### src/pio_sel_defs.svh
/*
  Constants for the parallel I/O pattern select block: register offsets, bit
  positions of the host-facing pins and field widths.
  Assumes it is included once by the package and by each design file.
*/
// Operation
// RULE1 - The active I/O map is chosen from a stored map value between 0 and 5.
// RULE2 - Map 0 takes 16 positions, drives one zone output and has no home, servo, reset, jog, write, moving or ready.
// RULE3 - Map 1 takes 16 positions with one zone output and adds home, servo enable, reset, moving and ready.
// RULE4 - Map 2 takes 64 positions and keeps home, reset and moving but drops servo, ready, zones, jog and write.
// RULE5 - Map 3 takes 16 positions with two zone outputs and keeps home, servo, reset and ready but no moving.
// RULE6 - The second zone output uses the lower and upper limits held in stored values 23 and 24.
// RULE7 - Map 4 adds jog motion and writing of the present position to a position number.
// RULE8 - In map 4 the host drives a mode input choosing positioning or teaching operation.
// RULE9 - In map 4 the device drives an output that confirms the mode change has completed.
// RULE10 - Map 4 has no zone output and offers 16 positions with home, servo, reset, jog, write, moving and ready.
// RULE11 - Map 5 has four targets, each with its own command input and completion output, one zone and reset.
// RULE12 - In maps 0, 2 and 5 the configuring party sets stored value 21 to disable servo enable input.
// RULE13 - The host holds the position number stable at least 6 ms before raising start.
// RULE14 - The map value is applied only at reset or reload, and values above five keep the previous map.
`ifndef PIO_SEL_DEFS_SVH
`define PIO_SEL_DEFS_SVH
`define PIN_W 16
`define POS_W 6
`define LIM_W 16
`define MAP_MAX 3'h5
`define REG_MAP 8'h00
`define REG_ZLO 8'h04
`define REG_ZHI 8'h08
`define REG_SVDIS 8'h0c
`define REG_CTRL 8'h10
`define REG_STAT 8'h14
`define RESP_OKAY 2'h0
`define RESP_SLVERR 2'h2
`define IN_START 6
`define IN_PAUSE 7
`define IN_HOME 8
`define IN_SERVO 9
`define IN_RESET 10
`define IN_JOGF 11
`define IN_JOGR 12
`define IN_WRITE 13
`define IN_MODE 14
`define OUT_PEND 6
`define OUT_HEND 7
`define OUT_ZONE1 8
`define OUT_ZONE2 9
`define OUT_MOVE 10
`define OUT_READY 11
`define OUT_ALARM 12
`define OUT_MDONE 13
`endif

### src/pio_sel_pkg.sv
/*
  Types for the parallel I/O pattern select block.
  Assumes the constants header is on the include path.
*/
`include "pio_sel_defs.svh"
package pio_sel_pkg;
  typedef enum logic [2:0] {
    MAP_LEGACY = 3'b000,
    MAP_STD = 3'b001,
    MAP_POS64 = 3'b010,
    MAP_ZONE2 = 3'b011,
    MAP_TEACH = 3'b100,
    MAP_AIR = 3'b101
  } map_t;

  typedef struct packed {
    logic [`PIN_W-1:0] s1;
    logic [`PIN_W-1:0] s2;
    logic [`PIN_W-1:0] s3;
    logic [`PIN_W-1:0] q;
  } sync_t;

  typedef struct packed {
    logic awHave;
    logic [7:0] awAddr;
    logic wHave;
    logic [31:0] wData;
    logic [3:0] wStrb;
    logic bValid;
    logic [1:0] bResp;
    logic rValid;
    logic [31:0] rData;
    logic [1:0] rResp;
    logic [2:0] mapStore;
    map_t mapAct;
    logic [`LIM_W-1:0] zoneLo;
    logic [`LIM_W-1:0] zoneHi;
    logic servoDis;
    logic teach;
    logic [`PIN_W-1:0] pioOut;
    logic [`POS_W-1:0] cmdPos;
    logic [9:0] ctl;
  } state_t;
endpackage : pio_sel_pkg

### src/parallel_io_pattern_select.sv
/*
  Parallel I/O pattern select: maps the host pins onto motion core controls and
  the core status onto the host pins, for one of six maps, with an AXI4-Lite
  register slave. Assumes a motion core on clk_sys and asynchronous host pins.
*/
// Local design decisions: the AXI4-Lite register port and the register offsets.
`timescale 1ns/100ps
`include "pio_sel_defs.svh"
module parallel_io_pattern_select
  import pio_sel_pkg::*;
(
  input wire logic clk_sys,
  input wire logic rst_b,
  input wire logic [31:0] awaddr,
  input wire logic awvalid,
  output logic awready,
  input wire logic [31:0] wdata,
  input wire logic [3:0] wstrb,
  input wire logic wvalid,
  output logic wready,
  output logic [1:0] bresp,
  output logic bvalid,
  input wire logic bready,
  input wire logic [31:0] araddr,
  input wire logic arvalid,
  output logic arready,
  output logic [31:0] rdata,
  output logic [1:0] rresp,
  output logic rvalid,
  input wire logic rready,
  input wire logic [`PIN_W-1:0] pioIn,
  output logic [`PIN_W-1:0] pioOut,
  input wire logic [`LIM_W-1:0] curPos,
  input wire logic [`POS_W-1:0] donePos,
  input wire logic posEnd,
  input wire logic homeEnd,
  input wire logic zone1In,
  input wire logic moving,
  input wire logic ready,
  input wire logic alarmN,
  output logic [`POS_W-1:0] cmdPos,
  output logic cmdStart,
  output logic pauseN,
  output logic homeReq,
  output logic servoOn,
  output logic alarmRst,
  output logic jogFwd,
  output logic jogRev,
  output logic writeReq,
  output logic teachMode
);
  state_t state_reg;
  state_t state_next;
  logic [`PIN_W-1:0] pinIn;
  logic hasHome;
  logic hasServo;
  logic hasReset;
  logic hasJog;
  logic hasMove;
  logic hasReady;
  logic hasZone1;
  logic hasZone2;
  logic zone2Hit;
  logic [`POS_W-1:0] posNext;
  logic startNext;

  pin_sync u_sync (
    .clk_sys(clk_sys),
    .rst_b(rst_b),
    .pinRaw(pioIn),
    .pinClean(pinIn)
  );

  function automatic logic [31:0] merge(input logic [31:0] old, input logic [31:0] wd,
                                        input logic [3:0] st);
    logic [31:0] m;
    m = old;
    for (int b = 0; b < 4; b++) begin
      if (st[b]) begin
        m[b*8 +: 8] = wd[b*8 +: 8];
      end
    end
    return m;
  endfunction : merge

  function automatic logic known(input logic [7:0] a);
    return a == `REG_MAP || a == `REG_ZLO || a == `REG_ZHI || a == `REG_SVDIS
        || a == `REG_CTRL || a == `REG_STAT;
  endfunction : known

  assign awready = !state_reg.awHave;
  assign wready = !state_reg.wHave;
  assign arready = !state_reg.rValid;
  assign bvalid = state_reg.bValid;
  assign bresp = state_reg.bResp;
  assign rvalid = state_reg.rValid;
  assign rdata = state_reg.rData;
  assign rresp = state_reg.rResp;
  assign zone2Hit = homeEnd && curPos >= state_reg.zoneLo && curPos <= state_reg.zoneHi;

  // Which functions exist in the active map.
  always_comb begin
    hasHome = 1'b0;
    hasServo = 1'b0;
    hasReset = 1'b1;
    hasJog = 1'b0;
    hasMove = 1'b0;
    hasReady = 1'b0;
    hasZone1 = 1'b0;
    hasZone2 = 1'b0;
    unique case (state_reg.mapAct)
      MAP_LEGACY: begin
        hasReset = 1'b0; // RULE2
        hasZone1 = 1'b1; // RULE2
      end
      MAP_STD: begin
        {hasHome, hasServo, hasMove, hasReady, hasZone1} = 5'h1f; // RULE3
      end
      MAP_POS64: begin
        {hasHome, hasMove} = 2'h3; // RULE4
      end
      MAP_ZONE2: begin
        {hasHome, hasServo, hasReady, hasZone1, hasZone2} = 5'h1f; // RULE5
      end
      MAP_TEACH: begin
        {hasHome, hasServo, hasJog, hasMove, hasReady} = 5'h1f; // RULE10
      end
      MAP_AIR: begin
        hasZone1 = 1'b1; // RULE11
      end
      default: begin
        hasReset = 1'b0;
      end
    endcase
  end

  // Position number and start from the pins; map 5 turns direct inputs into both.
  always_comb begin
    posNext = '0;
    startNext = pinIn[`IN_START];
    unique case (state_reg.mapAct)
      MAP_POS64: begin
        posNext = pinIn[`POS_W-1:0]; // RULE4
      end
      MAP_AIR: begin
        startNext = |pinIn[3:0]; // RULE11
        for (int k = 3; k >= 0; k--) begin
          if (pinIn[k]) begin
            posNext = `POS_W'(k);
          end
        end
      end
      default: begin
        posNext = {2'h0, pinIn[3:0]};
      end
    endcase
  end

  always_comb begin
    state_next = state_reg;
    if (awvalid && !state_reg.awHave) begin
      state_next.awHave = 1'b1;
      state_next.awAddr = awaddr[7:0];
    end
    if (wvalid && !state_reg.wHave) begin
      state_next.wHave = 1'b1;
      state_next.wData = wdata;
      state_next.wStrb = wstrb;
    end
    if (state_reg.bValid && bready) begin
      state_next.bValid = 1'b0;
    end
    if (state_reg.awHave && state_reg.wHave && !state_reg.bValid) begin
      state_next.awHave = 1'b0;
      state_next.wHave = 1'b0;
      state_next.bValid = 1'b1;
      state_next.bResp = known(state_reg.awAddr) ? `RESP_OKAY : `RESP_SLVERR;
      unique case (state_reg.awAddr)
        `REG_MAP: state_next.mapStore = 3'(merge(32'(state_reg.mapStore), state_reg.wData,
                                                 state_reg.wStrb)); // RULE1
        `REG_ZLO: state_next.zoneLo = `LIM_W'(merge(32'(state_reg.zoneLo), state_reg.wData,
                                                    state_reg.wStrb)); // RULE6
        `REG_ZHI: state_next.zoneHi = `LIM_W'(merge(32'(state_reg.zoneHi), state_reg.wData,
                                                    state_reg.wStrb)); // RULE6
        `REG_SVDIS: begin
          if (state_reg.wStrb[0]) begin
            state_next.servoDis = state_reg.wData[0];
          end
        end
        `REG_CTRL: begin
          // Reload stands in for a restart; the map is switched whether or not a move is running.
          if (state_reg.wStrb[0] && state_reg.wData[0] && state_reg.mapStore <= `MAP_MAX) begin
            state_next.mapAct = map_t'(state_reg.mapStore); // RULE14
          end
        end
        default: begin
        end
      endcase
    end
    if (arvalid && !state_reg.rValid) begin
      state_next.rValid = 1'b1;
      state_next.rResp = known(araddr[7:0]) ? `RESP_OKAY : `RESP_SLVERR;
      unique case (araddr[7:0])
        `REG_MAP: state_next.rData = 32'(state_reg.mapStore);
        `REG_ZLO: state_next.rData = 32'(state_reg.zoneLo);
        `REG_ZHI: state_next.rData = 32'(state_reg.zoneHi);
        `REG_SVDIS: state_next.rData = 32'(state_reg.servoDis);
        `REG_STAT: state_next.rData = {27'h0, state_reg.teach, state_reg.mapAct, 1'b0};
        default: state_next.rData = 32'h0;
      endcase
    end else if (state_reg.rValid && rready) begin
      state_next.rValid = 1'b0;
    end

    // Mode change is taken only while stopped, so the mode pin never switches mode midway; leaving map 4 clears teach even during a move.
    if (state_reg.mapAct != MAP_TEACH) begin
      state_next.teach = 1'b0;
    end else if (pinIn[`IN_MODE] != state_reg.teach && !moving) begin
      state_next.teach = pinIn[`IN_MODE]; // RULE8
    end

    state_next.cmdPos = posNext;
    state_next.ctl = {
      startNext,
      pinIn[`IN_PAUSE],
      hasHome && pinIn[`IN_HOME],
      hasServo ? pinIn[`IN_SERVO] : state_reg.servoDis, // RULE12
      hasReset && pinIn[`IN_RESET],
      hasJog && state_reg.teach && pinIn[`IN_JOGF], // RULE7
      hasJog && state_reg.teach && pinIn[`IN_JOGR], // RULE7
      hasJog && state_reg.teach && pinIn[`IN_WRITE], // RULE7
      state_reg.teach,
      1'b0
    };

    state_next.pioOut = '0;
    if (state_reg.mapAct == MAP_AIR) begin
      for (int k = 0; k < 4; k++) begin
        state_next.pioOut[k] = posEnd && donePos == `POS_W'(k); // RULE11
      end
    end else begin
      state_next.pioOut[`POS_W-1:0] = donePos;
    end
    state_next.pioOut[`OUT_PEND] = posEnd;
    state_next.pioOut[`OUT_HEND] = homeEnd;
    state_next.pioOut[`OUT_ZONE1] = hasZone1 && zone1In;
    state_next.pioOut[`OUT_ZONE2] = hasZone2 && zone2Hit; // RULE6
    state_next.pioOut[`OUT_MOVE] = hasMove && moving;
    state_next.pioOut[`OUT_READY] = hasReady && ready;
    state_next.pioOut[`OUT_ALARM] = alarmN;
    state_next.pioOut[`OUT_MDONE] = state_reg.mapAct == MAP_TEACH
                                    && state_reg.teach == pinIn[`IN_MODE]; // RULE9
  end

  always_ff @(posedge clk_sys or negedge rst_b) begin
    if (!rst_b) begin
      state_reg <= '0;
    end else begin
      state_reg <= state_next;
    end
  end

  assign pioOut = state_reg.pioOut;
  assign cmdPos = state_reg.cmdPos;
  assign {cmdStart, pauseN, homeReq, servoOn, alarmRst} = state_reg.ctl[9:5];
  assign {jogFwd, jogRev, writeReq, teachMode} = state_reg.ctl[4:1];
endmodule : parallel_io_pattern_select

### src/pin_sync.sv
/*
  Three-stage synchroniser for the host input pins with an agreement filter.
  Assumes the pins are asynchronous to clk_sys.
*/
`timescale 1ns/100ps
`include "pio_sel_defs.svh"
module pin_sync
  import pio_sel_pkg::*;
(
  input wire logic clk_sys,
  input wire logic rst_b,
  input wire logic [`PIN_W-1:0] pinRaw,
  output logic [`PIN_W-1:0] pinClean
);
  sync_t state_reg;
  sync_t state_next;

  // A change is accepted only once the last two stages agree, which hides a single bad sample.
  always_comb begin
    state_next = state_reg;
    state_next.s1 = pinRaw;
    state_next.s2 = state_reg.s1;
    state_next.s3 = state_reg.s2;
    for (int i = 0; i < `PIN_W; i++) begin
      if (state_reg.s2[i] == state_reg.s3[i]) begin
        state_next.q[i] = state_reg.s3[i];
      end
    end
  end

  always_ff @(posedge clk_sys or negedge rst_b) begin
    if (!rst_b) begin
      state_reg <= '0;
    end else begin
      state_reg <= state_next;
    end
  end

  assign pinClean = state_reg.q;
endmodule : pin_sync

### config.mk
export PLATFORM = sky130hd
export DESIGN_NAME = parallel_io_pattern_select
export DESIGN_NICKNAME = d
export VERILOG_FILES = /design/src/pio_sel_pkg.sv /design/src/parallel_io_pattern_select.sv /design/src/pin_sync.sv
export VERILOG_INCLUDE_DIRS = /design/src
export SDC_FILE = /design/constraint.sdc
export NUM_CORES = 1
export LEC_CHECK = 0
export BUFFER_PORTS_ARGS = -buffer_cell sky130_fd_sc_hd__buf_2
export CAP_MARGIN = 20
export CORE_MARGIN = 3
export CORE_UTILIZATION = 33
export CTS_CLUSTER_DIAMETER = 30
export CTS_CLUSTER_SIZE = 20
export DETAILED_ROUTE_END_ITERATION = 10
export GPL_ROUTABILITY_DRIVEN = 1
export HOLD_SLACK_MARGIN = 0.1
export SETUP_SLACK_MARGIN = 0.2
export SLEW_MARGIN = 5
export SYNTH_ARGS = -nofsm -noshare
export SYNTH_HDL_FRONTEND = slang
export SYNTH_SLANG_ARGS = --single-unit
### constraint.sdc
create_clock -name clk_sys -period 2 [get_ports clk_sys]
set_input_delay 0.3 -clock clk_sys [delete_from_list [all_inputs] [get_ports clk_sys]]
set_output_delay 0.3 -clock clk_sys [all_outputs]
set_load 0.01 [all_outputs]
== Word-level counts from Yosys, hierarchy flattened ==
Cells that the tools add are included.

* $lt $le $gt $ge: 3
* Eq/ne operators: 36
* Mux-type cells: 29
* Reductions and logical operators: 64

{| class="wikitable"
|+ Operator list
! cell !! count
|-
| case mux 16 bit (5 select lines) || 1
|-
| two-way mux 37 bit || 1
|-
| == test 8 x 4 -> 1 bit, second input constant || 4
|-
| == test 8 x 5 -> 1 bit, second input constant || 4
|-
| logical AND 1 bit || 27
|-
| AND reduction 3 bit || 7
|-
| two-way mux 6 bit || 3
|-
| == test 1 bit || 16
|-
| == test 8 x 3 -> 1 bit, second input constant || 2
|-
| greater-or-equal comparator 16 bit || 1
|-
| less-or-equal comparator 16 bit || 1
|-
| zero test 8 bit || 2
|-
| two-way mux 1 bit || 16
|-
| == test 6 x 2 -> 1 bit, second input constant || 2
|-
| case mux 6 bit (2 select lines) || 1
|-
| OR reduction 4 bit || 3
|-
| logical OR 1 bit || 10
|-
| nonzero test 2 bit || 5
|-
| two-way mux 9 bit || 1
|-
| two-way mux 2 bit || 4
|-
| == test 3 x 2 -> 1 bit, second input constant || 2
|-
| == test 3 bit, second input constant || 2
|-
| == test 6 x 1 -> 1 bit, second input constant || 1
|-
| zero test 6 bit || 1
|-
| 10 further kinds || 15
|}

* Register bits: 213
* Bits of input ports: 151
* Word-level logic and storage cells: 171

== Longest topological paths before layout ==
Gate-level depths: netlist of run 1.

* Word-level depth: 8
* Gate-level depth with buffers: 7

== By module ==
From an unflattened synthesis of run 1, not the netlist that was laid out.

* Cell total of the unflattened synthesis: 617
* Area total of the unflattened synthesis: 7,843.8 um^2

{| class="wikitable"
|+ By module, submodules not included
! module !! instances !! cells each !! area each (um^2) !! seq. area each (um^2)
|-
| parallel_io_pattern_select || 1 || 521 || 5,941.9 || 2,927.8
|-
| pin_sync || 1 || 96 || 1,901.8 || 1,601.5
|}

== Worst setup path after synthesis of run 1 ==
OpenSTA, ideal clock, no wires.

* Kind: flip-flop to flip-flop
* Start point: register state_reg, in the netlist bvalid
* End point: register state_reg[50] (netlist bit)
* Setup time: 125 ps
* Data arrival time: 1,623 ps
* Slack: 252 ps
* Cell stages (with the launch flop): 6
* Buffers on the path: 0
* Clock period less this slack: 1,748 ps
* Path through: dfrtp_1 -> nand3b_4 -> and4bb_2 -> nand2b_2 -> nor2_2 -> mux2_2

* Cells in the longest elaborated chain, start to end: 3

{| class="wikitable"
|+ RTL lines
! what !! line !! text
|-
| start, declared || parallel_io_pattern_select.sv:52 || <nowiki>state_t state_reg;</nowiki>
|-
| start signal, assigned || parallel_io_pattern_select.sv:259 || <nowiki>state_reg <= state_next;</nowiki>
|-
| zero test 1 bit || parallel_io_pattern_select.sv:173 || <nowiki>if (state_reg.awHave && state_reg.wHave && !state_reg.bValid) begin</nowiki>
|-
| logical AND 1 bit || parallel_io_pattern_select.sv:173 ||
|-
| AND reduction 3 bit (no line) || n/a ||
|}

No other way between the ends.
A chain may end at the register's enable or synchronous reset.

== Worst setup path in the final report of run 1 ==
* Start point: register state_reg, in the netlist bvalid
* End point: register state_reg[56] (netlist bit)

The elaborated chain is that of the path after synthesis.

==> results.txt, run 1 <==
initial core utilization -> 34.06%
Netlist Area Pre-Place -> 7525 µm²
# IOs -> 223
post-route design area -> 9594 µm²
initial antenna violation count -> 4
max-slew violations -> 0
wire length per cell -> 15.28 µm
CP Buf/Inv Count -> 1
setup violators final -> 0
post-synthesis async set-or-reset flop share -> 100.0%
CP cell instances -> nand3b_4, and4bb_2, nand2b_2, nor2_2, buf_12, mux2_2
initial drt markers -> 186
RSZ-0062 raised after global routing -> yes
largest net degree at the start of global routing -> 56
Root Buffer -> clkbuf_16
Crit path largest cell delay -> 0.40 ns
max frequency -> 568.1 MHz
vias in the first global route -> 4797
CP max stage cell -> dfrtp_1
DP Area -> 8384 µm²
Primary FF master, synth -> dfrtp_1
area grow syn2layout -> 27.50%
endpoint class of the critical path -> flop
crit share post-route -> 88.01%
max cap viols -> 0
post-synthesis sequential area ratio -> 58.86%
Synth Instances -> 595
crit path kind -> flop to flop
Worst path top cell family by delay -> simple AND/OR/NAND/NOR gates
Routed WL -> 16350 µm
power per cell area -> 984.0 nW/µm²
hold crit path type -> input pin to flop
htree depth -> 4
Critical Path RT -> 2.31 ns
worst hold slack -> 0.1250 ns
Largest register FFs -> 67
area taken by flip-flops and latches -> 4429 µm²
Overflow after GRT -> 0
Slew headroom -> 61.78%
Core Footprint -> 22090 µm²
Die Width -> 157.0 µm
slew at the pin closest to its max-slew limit -> 0.5734 ns
VDD IR max -> 0.4104 mV
ANT cells -> 0
share of cells above drive strength 1 -> 33.92%
multi-input logic area -> 2566 µm²
filler instances -> 2103
Reg clk slew, reported paths -> 0.07 ns
CTS tree -> done
Fin Setup TNS -> 0 ns
Setup crit start kind -> flop
CP Max Fanout -> 8
post-route ant nets -> 0
Final #Nets -> 960
synth unique cells -> 48
total die area -> 24650 µm²
Clk Latency, worst-skew pair -> 0.42 ns
status -> finished clean
CTS buffer count -> 17
Final Skew -> 0.006918 ns
Post-synth EDFFs -> 0
Clock Tree Buf Depth -> 2
DP Wirelength -> 12200 µm
Yosys reg bits -> 177
GPL Wtd Cong -> 0.8010
Mean Syn Cell Area -> 12.65 µm²
first-pass GRT wire length -> 25840 µm
Pre-antenna DRT Iters -> 4
CTS sink cnt -> 177
Total GRT Usage -> 13.60%
yosys warns -> 0
Fin. Hold Viols -> 0
Buffers on Ports -> 135
Static Leak -> 0.004552 µW
Final Critical Period -> 1.760 ns
# rows -> 54
Via Count -> 4836
Via density -> 4.520
DIE HEIGHT -> 157.0 µm
Post-route DRC -> 0
WP data arrival -> 2.07 ns
Final Total Pwr -> 9441 µW
[cell families after synthesis]
group | synth area share, %
adder cells (fa/ha/maj) | 7.316
multiplexers | 10.58
flip-flops | 58.86
buffers and inverters | 8.297
AND/OR/NAND/NOR | 7.948
XOR/XNOR | 0.1164
AO/OA/AOI/OAI | 6.834
other | 0.04984
[layout by cell type, fill, tap and decap left out, types with 15 or more instances in the layout]
master	Yosys	layout
dfrtp_1	177	177
buf_2	4	134
mux2_2	66	66
dlygate4sd3_1	0	54
inv_1	38	38
nand2_1	36	36
ha_1	32	32
o21ai_0	27	27
conb_1	1	20
a21oi_1	19	19
clkbuf_16	0	17
buf_4	58	17
nor2_1	15	15
a22oi_1	15	15
maj3_1	15	15
[final timing paths]
path / start / endpoint / slack [ns] / depth (start not counted)
worst max-delay path: bvalid / state_reg[56] / 0.24 / 6
worst min-delay path: wdata[9] / state_reg[123] / 0.13 / 2
worst max register to register: bvalid / state_reg[56] / 0.24 / 6
worst min register to register: u_sync.state_next[33] / u_sync.state_next[17] / 0.35 / 0
max in group asynchronous: rst_b / cmdPos[1] / 0.91 / 3
min in group asynchronous: rst_b / state_reg[129] / 0.43 / 2
[synthesized netlist by cell type, types with 8 or more instances]
cell / instances / share of area, %
inv_1: 38 / 1.9
buf_4: 58 / 5.8
nand4_1: 8 / 0.67
nand2_1: 36 / 1.8
nor2b_1: 8 / 0.67
a22oi_1: 15 / 1.5
maj3_1: 15 / 2.0
o21ai_0: 27 / 1.8
nor2_1: 15 / 0.75
a21oi_1: 19 / 1.3
ha_1: 32 / 5.3
dfrtp_1: 177 / 59
mux2_2: 66 / 9.9
[per-stage QoR]
| stage | cells | utilization [%] | worst slack [ns] |
|---|---|---|---|
| final | 1070 | 43.43 | 0.2397 |
| after CTS | 1066 | 43.22 | 0.2130 |
| after global routing | 1070 | 43.43 | 0.1423 |
| after floorplan | 614 | - | 0.2523 |
| after detailed placement | 980 | 37.95 | 0.1669 |
| after global placement | 980 | 37.95 | 0.1873 |
[where the power goes]
group,total (µW),switching [µW],internal (µW)
combinational,1480,636,848
sequential,4520,416,4110
clock,3440,1410,2030
total,9440,2460,6980
[layer usage]
metal	vias to the layer above	GRT usage [%]	wire length [µm]
met2	126	22.22	7887
met5	-	0	55
met1	2343	17.83	7394
met4	8	4.127	195
met3	19	3.519	815
li1	2340	-	-
[final cells by class]
| type | count | area share, % |
|---|---|---|
| Clock inverter | 9 | 1.226 |
| Sequential cell | 177 | 46.17 |
| Clock buffer | 23 | 5.190 |
| Timing Repair Buffer | 213 | 15.53 |
| Multi-Input combinational cell | 330 | 26.75 |
| Inverter | 38 | 1.487 |
| Tap cell | 280 | 3.652 |
[worst reg2reg max path, delay by kind of cell (launching register included)]
family	cells	cell delay, ns
buffers and inverters	1	0.14
multiplexers	1	0.33
AND/OR/NAND/NOR	4	0.78
flip-flops	1	0.40
[timing repair]
| item | 4_1_cts | 5_1_grt |
|---|---|---|
| endpoints found under the hold margin | 101 | 0 |
| endpoints found under the setup margin | 8 | 36 |
| pin swaps | 0 | 3 |
| resized for setup | 1 | 3 |
| hold buffers | 54 | 0 |
| buffers inserted | 0 | 4 |
Note: power is estimated with default switching activity, not from simulation.
==> run 2, diff against run 1 <==
--- a/config.mk
+++ b/config.mk
@@ -6,6 +6,7 @@
 export SDC_FILE = /design/constraint.sdc
 export NUM_CORES = 1
 export LEC_CHECK = 0
+export ABC_CLOCK_PERIOD_IN_PS = 2000
 export BUFFER_PORTS_ARGS = -buffer_cell sky130_fd_sc_hd__buf_2
 export CAP_MARGIN = 20
 export CORE_MARGIN = 3
==> constraint.sdc (replaced) <==
create_clock -name clk_sys -period 2 [get_ports clk_sys]
set_input_delay 0.1 -clock clk_sys [delete_from_list [all_inputs] [get_ports clk_sys]]
set_output_delay 0.1 -clock clk_sys [all_outputs]
set_load 0.01 [all_outputs]
==> run 2 against run 1 <==
  * Core utilization rose by 0.20 points
  * Design area rose by 0.46%
  * Final cell count increased by 0.19%
  * Sequential share of layout area fell by 0.21 points
  * Non-clock buffer count grew 4
  * Clock power shrank 4%
  * Largest power group unchanged
==> results.txt, run 2 (synthesized netlist as in run 1, its figures left out) <==
post-place setup slack -> 0.1592 ns
Via Count -> 4848
Post-route DRC -> 0
Root Buffer -> clkbuf_16
status -> finished clean
Buffers on Ports -> 135
endpoint class of the critical path -> flop
initial core utilization -> 34.06%
commonest non-fill, non-tap cell in the layout -> dfrtp_1
VDD IR max -> 0.4567 mV
RSZ-0062 raised after global routing -> yes
reg2reg end -> state_reg[63]
CP Max Fanout -> 8
worst setup path startpoint -> bvalid
htree depth -> 4
worst hold slack -> 0.2198 ns
Die Width -> 157.0 µm
Static Leak -> 0.004550 µW
Pre-antenna DRT Iters -> 4
internal power -> 6893 µW
R2R cell count -> 6
Seq pwr share -> 48.6%
total die area -> 24650 µm²
Largest register FFs -> 67
CTS buffer count -> 17
Fin. Hold Viols -> 0
most frequent cells in the layout -> dfrtp_1, buf_2, mux2_2, dlygate4sd3_1, inv_1
post-route ant nets -> 0
FF-to-FF Start -> bvalid
Finished Layout Cells -> 1072
clock network power share -> 35.6%
Via density -> 4.522
hold crit path type -> input pin to flop
Final Skew -> 0.01039 ns
max cap viols -> 0
post-route setup slack -> 0.2402 ns
Clock Tree Buf Depth -> 2
area grow syn2layout -> 28.08%
crit path kind -> flop to flop
Core Footprint -> 22090 µm²
wire length per cell -> 15.13 µm
WP data arrival -> 2.07 ns
crit path to -> state_reg[63]
CTS tree -> done
initial antenna violation count -> 5
Final #Nets -> 964
Final Critical Period -> 1.760 ns
slew at the pin closest to its max-slew limit -> 0.6252 ns
# IOs -> 223
Slew headroom -> 58.32%
first-pass GRT wire length -> 25610 µm
power per cell area -> 963.0 nW/µm²
DP Wirelength -> 12020 µm
vias in the first global route -> 4890
GPL Wtd Cong -> 0.8053
Total GRT Usage -> 13.46%
Fin Setup TNS -> 0 ns
initial drt markers -> 172
crit share post-route -> 87.99%
max frequency -> 568.3 MHz
# rows -> 54
CTS sink cnt -> 177
DIE HEIGHT -> 157.0 µm
Gate power share -> 15.8%
largest net degree at the start of global routing -> 64
Reg clk slew, reported paths -> 0.07 ns
Clk Latency, worst-skew pair -> 0.42 ns
reg2reg setup slack -> 0.24 ns
P_sw -> 2389 µW
Overflow after GRT -> 0
placed cells -> 978
setup violators final -> 0
share of cells above drive strength 1 -> 34.26%
Routed WL -> 16220 µm
Setup crit start kind -> flop
Critical Path RT -> 2.31 ns
Switching Share -> 25.74%
max-slew violations -> 0
[run 2: cell types whose count changed in the layout (fill, tap and decap cells not counted), sizes merged]
cell	change
buf	-2
clkbuf	-2
clkinv	+4
clkinvlp	-1
diode	+1
dlygate4sd3	+6
inv	-4
[run 2: area by class of cell]
type / count / area (µm²)
Fill cell: 2066 / 12460
Sequential cell: 177 / 4429
Multi-Input combinational cell: 330 / 2604
Timing Repair Buffer: 217 / 1523
Clock buffer: 21 / 480.5
Tap cell: 280 / 350.3
Inverter: 38 / 142.6
Clock inverter: 8 / 106.4
Antenna cell: 1 / 2.502
[run 2: worst min-delay path by stage]
stage                           from              to  slack (ns)  cells after the start
after floorplan                rst_b        alarmRst       -0.20                      0
final                      araddr[7]        rresp[1]        0.22                      5
after detailed placement       rst_b   state_reg[65]        0.14                      1
after global routing      curPos[15]       pioOut[9]        0.24                      5
after CTS                  araddr[7]        rresp[1]        0.20                      5
after global placement         rst_b  state_reg[128]        0.14                      1
[run 2: metrics by stage]
step | total power, µW | area, µm² | utilization (%)
6_report | 9281 | 9638 | 43.62
5_1_grt | 9808 | 9638 | 43.62
4_1_cts | 9396 | 9558 | 43.26
3_5_place_dp | 5935 | 8357 | 37.82
3_3_place_gp | 5879 | 8357 | 37.82
2_1_floorplan | 5444 | 7596 | -
[run 2: what timing repair did]
action / 4_1_cts / 5_1_grt
setup buffers: 0 / 4
hold buffers: 60 / 0
resized for setup: 2 / 9
pin swaps: 0 / 5
endpoints found under the setup margin: 16 / 43
hold endpoints to repair: 133 / 0
[run 2: routing by layer]
layer	GRT usage (%)	part of all wire, %	vias up
li1	-	-	2352
met1	17.22	45	2343
met2	22.08	48	127
met3	3.959	5.1	18
met4	4.168	1.2	8
met5	0	0.31	-
[run 2: power groups by stage]
stage	Combinational, µW	Sequential [µW]	Clock [µW]
floorplan	995	4450	0
global placement	1320	4560	0
detailed placement	1350	4580	0
CTS	1460	4530	3410
global route	1650	4600	3560
finish	1460	4520	3300
[run 2: critical path, cell delays in order (launching register included)]
cell      delay (ns)
dfrtp_1         0.39
nand3b_4        0.19
and4bb_2        0.33
nand2b_2        0.09
nor2_2          0.17
buf_12          0.15
mux2_2          0.33
==> run 3, diff against run 2 <==
--- a/config.mk
+++ b/config.mk
@@ -16,6 +16,7 @@
 export DETAILED_ROUTE_END_ITERATION = 10
 export GPL_ROUTABILITY_DRIVEN = 1
 export HOLD_SLACK_MARGIN = 0.1
+export RECOVER_POWER = 100
 export SETUP_SLACK_MARGIN = 0.2
 export SLEW_MARGIN = 5
 export SYNTH_ARGS = -nofsm -noshare
==> run 3 against run 2 <==
  * The flow now finishes with violations (capacitance limit, slew limit)
  * Highest routed layer unchanged
  * Via count shrank 0.14%
  * First-iteration DRC count grew 0.58%
  * Clock power is essentially flat
  * Critical endpoint unchanged
  * Wire length grew 0.72%
==> results.txt, run 3 (synthesized netlist as in run 1, its figures left out) <==
commonest non-fill, non-tap cell in the layout -> dfrtp_1
setup violators final -> 0
post-route ant nets -> 0
Critical Path RT -> 2.31 ns
Final Critical Period -> 1.765 ns
crit path kind -> flop to flop
WP data arrival -> 2.07 ns
initial drt markers -> 173
Fin Setup TNS -> 0 ns
first-pass GRT wire length -> 25610 µm
GPL Wtd Cong -> 0.8053
Post-route DRC -> 0
hold crit path type -> input pin to flop
Static Leak -> 0.004310 µW
Buffers on Ports -> 135
Final Total Pwr -> 9248 µW
failing checks -> capacitance limit, slew limit
reg2reg end -> state_reg[63]
total die area -> 24650 µm²
VDD IR max -> 0.4572 mV
Final Skew -> 0.01047 ns
status -> complete, but fails checks
Total GRT Usage -> 13.46%
CP cell instances -> nand3b_4, and4bb_2, nand2b_2, nor2_2, buf_12, mux2_2
most frequent cells in the layout -> dfrtp_1, buf_2, mux2_2, dlygate4sd3_1, clkbuf_1
CTS buffer count -> 17
Overflow after GRT -> 0
CP max stage cell -> dfrtp_1
worst hold slack -> 0.2173 ns
CTS sink cnt -> 177
initial antenna violation count -> 5
# IOs -> 223
share of cells above drive strength 1 -> 26.55%
FF-to-FF Start -> bvalid
max-slew violations -> 61
CTS tree -> done
RSZ-0062 raised after global routing -> yes
Slew headroom -> -0.3265%
Core Footprint -> 22090 µm²
slew at the pin closest to its max-slew limit -> 1.505 ns
initial core utilization -> 34.06%
max frequency -> 566.7 MHz
Reg clk slew, reported paths -> 0.07 ns
Crit path largest cell delay -> 0.39 ns
R2R cell count -> 6
Root Buffer -> clkbuf_16
Clk Latency, worst-skew pair -> 0.42 ns
Via Count -> 4841
DIE HEIGHT -> 157.0 µm
CP Buf/Inv Count -> 1
endpoint class of the critical path -> flop
max cap viols -> 1
Worst path top cell family by delay -> simple AND/OR/NAND/NOR gates
crit share post-route -> 88.23%
Fin. Hold Viols -> 0
htree depth -> 4
Worst Hold Launch -> araddr[7]
Largest register FFs -> 67
Hold Crit Depth -> 5
Final #Nets -> 964
Routed WL -> 16340 µm
wire length per cell -> 15.24 µm
DP Wirelength -> 12020 µm
# rows -> 54
Die Width -> 157.0 µm
area grow syn2layout -> 26.47%
filler instances -> 2102
CP Max Fanout -> 8
power per cell area -> 971.8 nW/µm²
reg2reg setup slack -> 0.24 ns
Hold Path End -> rresp[1]
largest net degree at the start of global routing -> 64
vias in the first global route -> 4890
Setup crit start kind -> flop
Via density -> 4.516
Clock Tree Buf Depth -> 2
Pre-antenna DRT Iters -> 4
run 3: cell types whose count changed in the layout (fill, tap and decap cells not counted), sizes merged:
cell / before / now
buf: 157 / 95
clkbuf: 21 / 83
run 3: worst max path at each step:
stage                        start            end  cells after the start
finish                      bvalid  state_reg[63]                      6
global route        state_reg[148]  state_reg[63]                      6
CTS                         bvalid  state_reg[61]                      6
detailed placement  state_reg[148]  state_reg[48]                      5
global placement    state_reg[148]  state_reg[47]                      5
floorplan                   bvalid  state_reg[50]                      5
run 3: repair_timing:
| item | 4_1_cts | 5_1_grt |
|---|---|---|
| setup endpoints to repair | 16 | 43 |
| pin swaps | 0 | 5 |
| resized for setup | 2 | 9 |
| hold endpoints to repair | 133 | 0 |
| setup buffers | 0 | 4 |
| hold buffers | 60 | 0 |
run 3: layout make-up:
type                            count  area (µm²)  area share [%]
Clock inverter                      8       106.4           1.118
Timing Repair Buffer              217        1416           14.88
Tap cell                          280       350.3           3.681
Sequential cell                   177        4429           46.54
Clock buffer                       21       480.5           5.049
Multi-Input combinational cell    330        2589           27.20
Antenna cell                        1       2.502         0.02630
Inverter                           38       142.6           1.499
run 3: power by group:
part | switching [µW] | total, µW | internal [µW]
Sequential | 407 | 4510 | 4110
Clock | 1350 | 3310 | 1960
Combinational | 631 | 1420 | 792
run 3: layer usage:
layer	share of wire, %	vias up	global-route usage (%)
met5	0.31	-	0
met4	1.2	8	4.168
met3	5.4	18	3.959
met2	48	125	22.08
met1	45	2341	17.22
li1	-	2349	-
run 3: tightest hold or removal path, stage by stage:
cell and delay, ns:
buf_2 0.08, nor2_1 0.06, nand2_1 0.16, a21oi_1 0.06, o21ai_0 0.14
run 3: through the flow:
stage / utilization (%) / setup WS, ns / instances / area [µm²]
6_report: 43.07 / 0.2355 / 1072 / 9517
3_3_place_gp: 37.82 / 0.1894 / 978 / 8357
4_1_cts: 43.26 / 0.2090 / 1067 / 9558
3_5_place_dp: 37.82 / 0.1592 / 978 / 8357
2_1_floorplan: - / 0.2523 / 614 / 7596
5_1_grt: 43.07 / 0.08806 / 1072 / 9517
